`src/design/sub_swap_skip_pkg.sv`:
```
// Constants for the subtract, swap and skip execution unit
package sub_swap_skip_pkg;

   // Data path width as documented
   localparam int          DATA_WIDTH     = 8;

   // Operation codes presented on i_op_code
   localparam logic [3:0]  OP_SUB_TO_ACC  = 4'h0;
   localparam logic [3:0]  OP_SUB_TO_MEM  = 4'h1;
   localparam logic [3:0]  OP_SUB_IMM     = 4'h2;
   localparam logic [3:0]  OP_SWAP_MEM    = 4'h3;
   localparam logic [3:0]  OP_SWAP_ACC    = 4'h4;
   localparam logic [3:0]  OP_SKIP_NIL    = 4'h5;
   localparam logic [3:0]  OP_LOAD_SKIP   = 4'h6;
   localparam logic [3:0]  OP_BIT_SKIP    = 4'h7;

   // Reset values
   localparam logic [7:0]  ACC_RESET      = 8'h00;
   localparam logic        FLAG_RESET     = 1'b0;

   // Borrow flag polarity: set means no borrow
   localparam logic        BORROW_NONE    = 1'b1;

   // Sequencer states
   typedef enum logic [0:0] {
      ST_EXEC,
      ST_DUMMY
   } seq_state_e;

endpackage

```
`src/design/subtract_swap_skip_instr_exec.sv`:
```
// Execution unit for subtract, nibble swap and zero-skip instructions
//
// Function
// - Subtract-into-memory writes accumulator minus memory byte back to memory, accumulator unchanged.
// - Every subtract clears the borrow-out flag on a negative difference and sets it otherwise.
// - Subtracts update exactly the six arithmetic flags and nothing else.
// - Subtract-immediate stores accumulator minus the literal in the accumulator.
// - In-place swap exchanges the two nibbles of the memory byte, writes it back, keeps flags.
// - Swap into accumulator loads the nibble-swapped memory byte into the accumulator, memory and flags kept.
// - Skip-if-nil writes the byte back unchanged and skips when it is zero, flags kept.
// - A taken skip inserts one dummy instruction cycle, so the skip takes two cycles.
// - Load-and-skip copies the byte to the accumulator and skips when it is zero, flags kept.
// - Bit-test skip skips only when the selected bit is zero, flags kept.
// - Register subtract stores accumulator minus memory byte in the accumulator with the six flags.
`timescale 1ns/10ps
module subtract_swap_skip_instr_exec
   import sub_swap_skip_pkg::*;
#(
   parameter int DATA_W = DATA_WIDTH
)(
   input  wire logic                      i_ref_clk,
   input  wire logic                      i_resetn,
   input  wire logic                      i_op_valid,
   input  wire logic [3:0]                i_op_code,
   input  wire logic [DATA_W-1:0]         i_mem_data,
   input  wire logic [DATA_W-1:0]         i_literal,
   input  wire logic [$clog2(DATA_W)-1:0] i_bit_sel,
   input  wire logic                      i_acc_wr,
   input  wire logic [DATA_W-1:0]         i_acc_wdata,
   output logic      [DATA_W-1:0]         o_acc,
   output logic                           o_mem_wr,
   output logic      [DATA_W-1:0]         o_mem_wdata,
   output logic                           o_done,
   output logic                           o_skip,
   output logic                           o_busy,
   output logic                           o_signed_wrap_flag,
   output logic                           o_nil_result_flag,
   output logic                           o_half_borrow_flag,
   output logic                           o_borrow_out_flag,
   output logic                           o_signed_borrow_flag,
   output logic                           o_chained_nil_flag
);

   // Nibble width, half of the data path
   localparam int HALF = DATA_W / 2;

   // Nibble swap needs an even width of at least 4, two bits per nibble
   if (DATA_W < 4 || (DATA_W % 2) != 0)
   begin
      $error("DATA_W must be even and at least 4");
   end

   // Sequencer group
   seq_state_e          state_reg, state_next;
   logic                done_reg, done_next;
   logic                skip_reg, skip_next;
   logic                busy_reg, busy_next;

   // Accumulator group
   logic [DATA_W-1:0]   acc_reg, acc_next;

   // Memory write-back group
   logic [DATA_W-1:0]   wdata_reg, wdata_next;
   logic                mem_wr_reg, mem_wr_next;

   // Arithmetic flag group
   logic                ov_reg, ov_next;
   logic                z_reg, z_next;
   logic                ac_reg, ac_next;
   logic                c_reg, c_next;
   logic                sc_reg, sc_next;
   logic                cz_reg, cz_next;

   // Decoded request, live only in the execute slot
   logic                take;
   logic                op_sub;
   logic                op_sub_mem;
   logic                op_swap_mem;
   logic                op_swap_acc;
   logic                op_skip_nil;
   logic                op_load_skip;
   logic                op_bit_skip;
   logic                skip_hit;

   // Shared subtractor
   logic [DATA_W-1:0]   sub_b;
   logic [DATA_W:0]     diff;
   logic [HALF:0]       half_diff;
   logic [DATA_W-1:0]   swapped;
   logic                ov_calc;
   logic                z_calc;

   // Decode; a request in the dummy slot is dropped, not queued
   always_comb
   begin
      take         = i_op_valid && (state_reg == ST_EXEC);
      op_sub       = take && (i_op_code == OP_SUB_TO_ACC || i_op_code == OP_SUB_TO_MEM ||
                              i_op_code == OP_SUB_IMM);
      op_sub_mem   = take && (i_op_code == OP_SUB_TO_MEM);
      op_swap_mem  = take && (i_op_code == OP_SWAP_MEM);
      op_swap_acc  = take && (i_op_code == OP_SWAP_ACC);
      op_skip_nil  = take && (i_op_code == OP_SKIP_NIL);
      op_load_skip = take && (i_op_code == OP_LOAD_SKIP);
      op_bit_skip  = take && (i_op_code == OP_BIT_SKIP);
      // Codes 8 to 15 decode to nothing and fall through as no-ops
      // Skip condition per instruction; flags play no part
      skip_hit     = ((op_skip_nil || op_load_skip) && (i_mem_data == '0)) ||
                     (op_bit_skip && !i_mem_data[i_bit_sel]);
   end

   // Subtrahend is the literal only for the immediate form
   always_comb
   begin
      sub_b     = (i_op_code == OP_SUB_IMM) ? i_literal : i_mem_data;
      // Borrow out is the top bit of the widened difference
      diff      = {1'b0, acc_reg} - {1'b0, sub_b};
      half_diff = {1'b0, acc_reg[HALF-1:0]} - {1'b0, sub_b[HALF-1:0]};
      swapped   = {i_mem_data[HALF-1:0], i_mem_data[DATA_W-1:HALF]};
      // Signed overflow only when operand signs differ and the result sign flips
      ov_calc   = (acc_reg[DATA_W-1] != sub_b[DATA_W-1]) && (diff[DATA_W-1] != acc_reg[DATA_W-1]);
      z_calc    = (diff[DATA_W-1:0] == '0);
   end

   // Sequencer; a taken skip costs one extra cycle in which requests are refused
   always_comb
   begin
      state_next = state_reg;
      done_next  = 1'b0;
      skip_next  = 1'b0;
      busy_next  = 1'b0;
      unique case (state_reg)
         ST_EXEC:
         begin
            if (take)
            begin
               // Unknown codes still complete, as a no-op
               done_next = 1'b1;
               // Skip leaves with done so the fetcher can drop the next word
               skip_next = skip_hit;
               if (skip_hit)
               begin
                  state_next = ST_DUMMY;
                  busy_next  = 1'b1;
               end
            end
         end
         ST_DUMMY:
         begin
            // Dummy fetch slot; the skipped instruction is discarded
            state_next = ST_EXEC;
         end
      endcase
   end

   // Sequencer registers; asynchronous reset to constants
   always_ff @(posedge i_ref_clk or negedge i_resetn)
   begin
      if (!i_resetn)
      begin
         state_reg <= ST_EXEC;
         done_reg  <= 1'b0;
         skip_reg  <= 1'b0;
         busy_reg  <= 1'b0;
      end
      else
      begin
         state_reg <= state_next;
         done_reg  <= done_next;
         skip_reg  <= skip_next;
         busy_reg  <= busy_next;
      end
   end

   // Accumulator; an instruction result overrides a same-cycle outside preload
   always_comb
   begin
      acc_next = acc_reg;
      // Preload first so that an instruction below can override it
      if (i_acc_wr)
      begin
         acc_next = i_acc_wdata;
      end
      if (op_sub && !op_sub_mem)
      begin
         acc_next = diff[DATA_W-1:0];
      end
      else if (op_swap_acc)
      begin
         acc_next = swapped;
      end
      else if (op_load_skip)
      begin
         acc_next = i_mem_data;
      end
   end

   // Accumulator register
   always_ff @(posedge i_ref_clk or negedge i_resetn)
   begin
      if (!i_resetn)
      begin
         acc_reg <= DATA_W'(ACC_RESET);
      end
      else
      begin
         acc_reg <= acc_next;
      end
   end

   // Memory write-back; the data register holds the last value written
   always_comb
   begin
      wdata_next  = wdata_reg;
      mem_wr_next = 1'b0;
      if (op_sub_mem)
      begin
         wdata_next  = diff[DATA_W-1:0];
         mem_wr_next = 1'b1;
      end
      else if (op_swap_mem)
      begin
         wdata_next  = swapped;
         mem_wr_next = 1'b1;
      end
      else if (op_skip_nil)
      begin
         // Read-modify-write with the byte unchanged
         wdata_next  = i_mem_data;
         mem_wr_next = 1'b1;
      end
   end

   // Memory write registers
   always_ff @(posedge i_ref_clk or negedge i_resetn)
   begin
      if (!i_resetn)
      begin
         wdata_reg  <= '0;
         mem_wr_reg <= 1'b0;
      end
      else
      begin
         wdata_reg  <= wdata_next;
         mem_wr_reg <= mem_wr_next;
      end
   end

   // Arithmetic flags move only on a subtract; swaps and skips leave them alone
   always_comb
   begin
      ov_next = ov_reg;
      z_next  = z_reg;
      ac_next = ac_reg;
      c_next  = c_reg;
      sc_next = sc_reg;
      cz_next = cz_reg;
      if (op_sub)
      begin
         ov_next = ov_calc;
         z_next  = z_calc;
         ac_next = half_diff[HALF];
         c_next  = diff[DATA_W] ? ~BORROW_NONE : BORROW_NONE;
         sc_next = ov_calc ^ diff[DATA_W-1];
         // None of these forms chain, so chained nil equals nil
         cz_next = z_calc;
      end
   end

   // Flag registers
   always_ff @(posedge i_ref_clk or negedge i_resetn)
   begin
      if (!i_resetn)
      begin
         ov_reg <= FLAG_RESET;
         z_reg  <= FLAG_RESET;
         ac_reg <= FLAG_RESET;
         c_reg  <= FLAG_RESET;
         sc_reg <= FLAG_RESET;
         cz_reg <= FLAG_RESET;
      end
      else
      begin
         ov_reg <= ov_next;
         z_reg  <= z_next;
         ac_reg <= ac_next;
         c_reg  <= c_next;
         sc_reg <= sc_next;
         cz_reg <= cz_next;
      end
   end

   // All outputs straight from flops
   assign o_acc                = acc_reg;
   assign o_mem_wr             = mem_wr_reg;
   assign o_mem_wdata          = wdata_reg;
   assign o_done               = done_reg;
   assign o_skip               = skip_reg;
   assign o_busy               = busy_reg;
   assign o_signed_wrap_flag   = ov_reg;
   assign o_nil_result_flag    = z_reg;
   assign o_half_borrow_flag   = ac_reg;
   assign o_borrow_out_flag    = c_reg;
   assign o_signed_borrow_flag = sc_reg;
   assign o_chained_nil_flag   = cz_reg;

endmodule

```
`config.mk`:
```
export PLATFORM = sky130hd
export DESIGN_NAME = subtract_swap_skip_instr_exec
export DESIGN_NICKNAME = d
export VERILOG_FILES = /design/src/design/sub_swap_skip_pkg.sv /design/src/design/subtract_swap_skip_instr_exec.sv
export SDC_FILE = /design/constraint.sdc
export NUM_CORES = 1
export LEC_CHECK = 0
export ABC_AREA = 1
export BUFFER_PORTS_ARGS = -buffer_cell sky130_fd_sc_hd__buf_2
export CORE_ASPECT_RATIO = 1.4
export CORE_MARGIN = 3
export CORE_UTILIZATION = 48
export CTS_CLUSTER_DIAMETER = 100
export DETAILED_ROUTE_END_ITERATION = 7
export PLACE_DENSITY = 0.81
export SLEW_MARGIN = 10
export SYNTH_ARGS = -nofsm -noshare
export SYNTH_HDL_FRONTEND = slang
export SYNTH_SLANG_ARGS = --single-unit
```
`constraint.sdc`:
```
create_clock -name i_ref_clk -period 2.5 [get_ports i_ref_clk]
set_input_delay 0 -clock i_ref_clk [delete_from_list [all_inputs] [get_ports i_ref_clk]]
set_output_delay 0 -clock i_ref_clk [all_outputs]
set_load 0.01 [all_outputs]
```
==> key figures, run 1 <==
Critical path
  – Critical Path AT: 2.69 ns
  – Crit Path Class: register to register
  – Delay-heaviest family, CP: adder cells
  – Worst Path Buf+Inv: 1
  – Worst-path fanout max: 3
  – Critical-path top delay cell: fa_1
  – CP Cell Sequence: ha_4, or2_4, nand3b_1, nand2_1, nand2_1, nand2_1, a21oi_2, fa_1, buf_4, xor2_1, o31ai_1
  – CP required: between 2 and 3 ns
  – CP startpoint kind: register
  – CP max stage delay: 0.46 ns
  – Setup crit end kind: register
  – Cell mode on critical path: nand2_1

Die
  – Die ar.: between 5000 and 6000 um^2
  – Initial Util: 0.5029
  – Cell row count: 28
  – Io pins: 61
  – Core area: ~4300 um^2
  – Die height: 85.18 um
  – Die W: 62.56 um

Power
  – Pwr Total: ~1.4 mW
  – Cell leakage power: between 1.5 and 2 nW
  – Internal: 874.9 uW
  – Clock Power Share: 0.190
  – Sequential power share: 0.350
  – Comb pwr share: 0.460
  – Switch share: 0.3871
  – Sw power: 552.6 uW
  – Pwr dens: 521.9 nW/um^2
  – Maximum VDD drop: around 0.20 mV

Final layout
  – Cell area after layout: 2735 um^2
  – Leading cell type in the layout, fill and taps excluded: nand2_1
  – Ant. Diodes: 0
  – Post-route insts no fill: 475
  – Most frequent cells in the layout: 118 x nand2_1, 60 x buf_2, 43 x inv_1
  – Fin nets: between 400 and 500
  – Share of layout cells above drive strength 1: 0.2699
  – Post-layout util: 0.6399
  – Area Growth Syn to Fin: 27.24%

Logic synthesis
  – Count of cell types in the netlist: 30
  – Cell Area, Synth: between 2000 and 2500 um^2
  – Synth Flop Type: dfrtp_1
  – Post-synth ARST share: 1.000
  – Mapped Nets: 380
  – Mean Syn Cell Area: around 6.4 um^2
  – Sequential cell area fraction in the yosys report: 0.2794
  – Post-synth EDFFs: 0
  – Yosys reg bits: 24
  – Post-Synthesis Cells: 335
  – Synth warn: 0

Status
  – Outcome: finished clean

STA
  – Rel. slew slack: 0.6385
  – Final slew viol count: 0
  – Worst Max-Slew Pin Slew: 0.5422 ns
  – Clock skew: 0.005169 ns
  – Fin crit period: 2.500 ns
  – Final Setup Violations: 0
  – Setup_tns: 0 ns
  – Max frequency: about 400 MHz
  – Fin worst setup slack: 0.0001701 ns
  – Final Hold Viols: 0
  – Unrepaired setup endpoints after global routing: true
  – Final worst path period share: 0.9999
  – WHS: roughly 0.054 ns

CTS
  – CTS tree: yes
  – Max Buffers Root-to-Sink: 2
  – CTS Buf Count: 3
  – H-tree depth: 1
  – CTS sink cnt: 24
  – Clock transition at path regs: 0.09 ns
  – CTS root buf: clkbuf_8
  – Worst skew pair latency: 0.27 ns

Routing
  – DR iter-0 viols: 137
  – Routed WL per cell: 13.48 um
  – Vias: 2483
  – DRC viols: 0
  – Final ANT Viol Nets: 0
  – First drt pass iteration count: 5
  – Total Wirelength: roughly 6400 um
  – Via-per-instance ratio: 5.227

Placement
  – Post-detail-place hpwl: 5021 um
  – Area post-placement: 2590 um^2
  – # port buffers: 60
  – Placed insts: 464
  – Place WS: -0.1509 ns
  – GPL Wtd Cong: 0.9125

GRT
  – First-pass GRT wire length: roughly 10000 um
  – Initial antenna violation count: 0
  – Gr ovfl total: 0
  – Tot GR Track Use: 0.2392
  – Vias in the first global route: 2273
  – Largest net degree at the start of global routing: 25

Worst hold path
  – Worst min path class: primary input to register

Run
  – Max-cap violations: 0
==> sequential cells by signal (all words and copies together) (netlist names) <==
signal / flops
o_acc: 8
o_mem_wdata: 8
o_borrow_out_flag: 1
o_busy: 1
o_chained_nil_flag: 1
o_done: 1
o_half_borrow_flag: 1
o_mem_wr: 1
o_signed_borrow_flag: 1
o_signed_wrap_flag: 1
==> cells in the mapped netlist, types with 3 or more instances <==
library cell / count / area share
dfrtp_1: 24 / 0.28
inv_1: 43 / 0.075
nand4_1: 3 / 0.0087
or2_2: 3 / 0.0087
inv_2: 3 / 0.0052
nand2_1: 119 / 0.21
o211ai_1: 5 / 0.017
nor2_1: 22 / 0.038
a21oi_1: 11 / 0.026
nand3_1: 34 / 0.079
nand3b_1: 5 / 0.017
o21ai_0: 21 / 0.049
ha_1: 8 / 0.047
buf_6: 5 / 0.026
buf_4: 4 / 0.014
o21ai_1: 4 / 0.0093
==> tightest hold or removal path: cells and delay by family <==
family	cells	cell delay [ns]
and+or+nand+nor	3	0.18
buffers and inverters	1	0.10
==> per-layer routing <==
metal | GRT usage | wire length [um]
met5 | 0 | 0
met1 | 0.2967 | 2560
met2 | 0.4155 | 3141
met4 | 0.1145 | 310
met3 | 0.02252 | 393
==> path summary, 6_finish.rpt <==
path	start	endpoint	slack, ns	depth (start not counted)
worst max-delay path	o_acc[2]	o_signed_wrap_flag	0.0002	11
worst min-delay path	i_mem_data[7]	o_busy	0.05	4
worst max register to register	o_acc[2]	o_signed_wrap_flag	0.0002	11
worst min register to register	o_mem_wdata[4]	o_mem_wdata[4]	0.48	2
max in group asynchronous	i_resetn	o_mem_wdata[0]	1.90	2
min in group asynchronous	i_resetn	o_acc[5]	0.24	2
==> power groups by stage <==
stage / registers [mW] / logic [mW] / clock network, mW
floorplan: 0.537 / 0.323 / 0
global placement: 0.504 / 0.586 / 0
detailed placement: 0.506 / 0.596 / 0
CTS: 0.499 / 0.600 / 0.277
global route: 0.508 / 0.720 / 0.296
finish: 0.499 / 0.657 / 0.271
==> area by class of cell <==
cell class                      instances  area, um^2
Tap cell                               60       75.07
Multi-Input combinational cell        254        1326
Timing Repair Buffer                   87       505.5
Inverter                               46       172.7
Sequential cell                        24       600.6
Fill cell                             425        1539
Clock buffer                            4       55.05
==> cells by family after synthesis <==
kind of cell | after synthesis | share of synthesized area
AO/OA/AOI/OAI | 43 | 0.1083
XOR/XNOR | 1 | 0.004075
adder cells (fa/ha/maj) | 10 | 0.06519
buffers and inverters | 57 | 0.1251
flip-flops | 24 | 0.2794
AND/OR/NAND/NOR | 200 | 0.4179
==> what timing repair did <==
item,in CTS,in global routing
hold buffers,1,0
setup endpoints to repair,0,3
endpoints found under the hold margin,24,0
gates resized for setup,0,6
setup buffers,0,6
Power figures use the tool's default switching activity.
==> inputs of run 2 (changes only) <==
PLACE_DENSITY = 0.77   (was 0.81)
==> key figures, run 2 (synthesis results as in run 1) <==
STA
  – Clock skew: between 0.005 and 0.006 ns
  – Worst Max-Slew Pin Slew: approximately 0.56 ns
  – Max frequency: 405.8 MHz
  – Fin crit period: approximately 2.5 ns
  – Rel. slew slack: 0.6296
  – Fin worst setup slack: 0.03596 ns
  – Final Setup Violations: 0
  – Final worst path period share: 0.9856
  – Unrepaired setup endpoints after global routing: true
  – Setup_tns: 0 ns
  – Final slew viol count: 0
  – Final Hold Viols: 0

Power
  – Cell leakage power: 1.626 nW
  – Pwr dens: 543.0 nW/um^2
  – Maximum VDD drop: 0.2919 mV

Die
  – Die height: about 85 um
  – Core area: between 4000 and 5000 um^2
  – Io pins: 61
  – Cell row count: 28
  – Initial Util: 0.5029
  – Die W: around 63 um
  – Die ar.: about 5300 um^2

CTS
  – Worst skew pair latency: around 0.28 ns
  – Max Buffers Root-to-Sink: 2
  – Clock transition at path regs: 0.09 ns
  – CTS Buf Count: 3
  – CTS tree: yes
  – H-tree depth: 1
  – CTS root buf: clkbuf_8
  – CTS sink cnt: 24

Critical path
  – Worst setup path start: o_acc[3]
  – Critical Path AT: 2.68 ns
  – CP max stage delay: 0.56 ns
  – Cell mode on critical path: nand2_1
  – Setup crit end kind: register
  – FF-to-FF Start: o_acc[3]
  – Critical-path top delay cell: fa_2
  – CP Cell Sequence: ha_4, nand2_2, nand3b_1, nand2_1, nand2_1, nand2_1, a21oi_2, fa_2, nand2_1, nor2_1, nand2_1, nor2_1, nand2_1, nor2_1, nand3_1, nand2_1
  – CP startpoint kind: register
  – CP required: 2.72 ns
  – Worst-path fanout max: 3
  – Crit Path Class: register to register

Run
  – Max-cap violations: 0

Final layout
  – Cell area after layout: about 2800 um^2
  – Leading cell type in the layout, fill and taps excluded: nand2_1
  – Post-route insts no fill: 474
  – Area Growth Syn to Fin: 29.05%
  – FF/Latch Area: 600.6 um^2
  – Area taken by multi-input logic gates: 1356 um^2
  – Share of layout cells above drive strength 1: 0.2850
  – Ant. Diodes: 0
  – Fin nets: 460
  – Layout filler cell count: 414
  – Most frequent cells in the layout: 116 x nand2_1, 60 x buf_2, 41 x inv_1

Routing
  – Via-per-instance ratio: between 5 and 6
  – DRC viols: 0
  – Total Wirelength: 6475 um
  – Final ANT Viol Nets: 0
  – First drt pass iteration count: 5
  – Routed WL per cell: 13.66 um
  – DR iter-0 viols: ~180
  – Vias: 2476

GRT
  – First-pass GRT wire length: 10090 um
  – Initial antenna violation count: 0
  – Largest net degree at the start of global routing: 25
  – Vias in the first global route: around 2300
  – Tot GR Track Use: 0.2357
  – Gr ovfl total: 0

Placement
  – Place WS: -0.1470 ns
  – GPL Wtd Cong: just under 1
  – Placed insts: 462
  – Area post-placement: 2575 um^2
  – # port buffers: 60
  – Post-detail-place hpwl: 4955 um

Worst hold path
  – Worst min path class: primary input to register
  – Worst Hold Launch: i_mem_data[7]

Status
  – Outcome: finished clean
[run 2: cell types whose count changed in the layout (fill, tap and decap cells not counted), moves of 2 or more]
cell,delta
ha_1,-2
ha_4,+2
inv_1,-2
inv_2,+2
nand2_1,-2
nand2_2,+2
[run 2: what timing repair did]
action | in CTS | in global routing
hold buffers | 1 | 0
endpoints found under the hold margin | 24 | 0
gates resized for setup | 0 | 13
buffers inserted | 0 | 7
endpoints found under the setup margin | 0 | 3
[run 2: final cells by class]
cell class	count	area share
clock buffer	3	0.01488
clock inverter	1	0.01083
inverter	46	0.06225
multi-input combinational	254	0.4889
sequential	24	0.2165
tap	60	0.02706
timing repair buffer	86	0.1795
[run 2: worst max-delay path: cells and delay by family (launching register included)]
family | cells | cell delay [ns]
and+or+nand+nor | 13 | 1.01
adders and majority gates | 2 | 0.87
DFF | 1 | 0.46
AOI/OAI and AO/OA | 1 | 0.06
[run 2: power breakdown]
| group | switching, mW | internal (mW) | leakage, nW |
|---|---|---|---|
| Combinational | 0.377 | 0.281 | 1.29 |
| Clock | 0.134 | 0.214 | 0.0357 |
| Sequential | 0.0451 | 0.455 | 0.297 |
| Total | 0.556 | 0.950 | 1.63 |
[run 2: metal layers]
| layer | vias up | global-route usage | routed length (um) |
|---|---|---|---|
| met5 | - | 0 | 0 |
| met4 | 0 | 0.1004 | 217 |
| met3 | 20 | 0.01457 | 338 |
| met2 | 115 | 0.4291 | 3281 |
| met1 | 1115 | 0.2851 | 2637 |
| li1 | 1226 | - | - |
[run 2: final timing paths]
check | to | slack [ns] | cells after the start
setup reg to reg | o_chained_nil_flag | 0.04 | 16
max in group asynchronous | o_signed_wrap_flag | 1.89 | 2
min in group asynchronous | o_mem_wdata[0] | 0.24 | 2
hold / removal | o_busy | 0.04 | 4
setup / recovery | o_chained_nil_flag | 0.04 | 16
hold reg to reg | o_mem_wdata[5] | 0.48 | 2
[run 2: stage by stage]
stage                     utilization  power [mW]  hold slack, ns
after floorplan                     -      0.8598         -0.2956
after global placement         0.6025       1.091        0.004062
after detailed placement       0.6025       1.100         0.02011
after CTS                      0.6215       1.450         0.03997
after global routing           0.6490       1.606         0.06160
final                          0.6490       1.506         0.03725
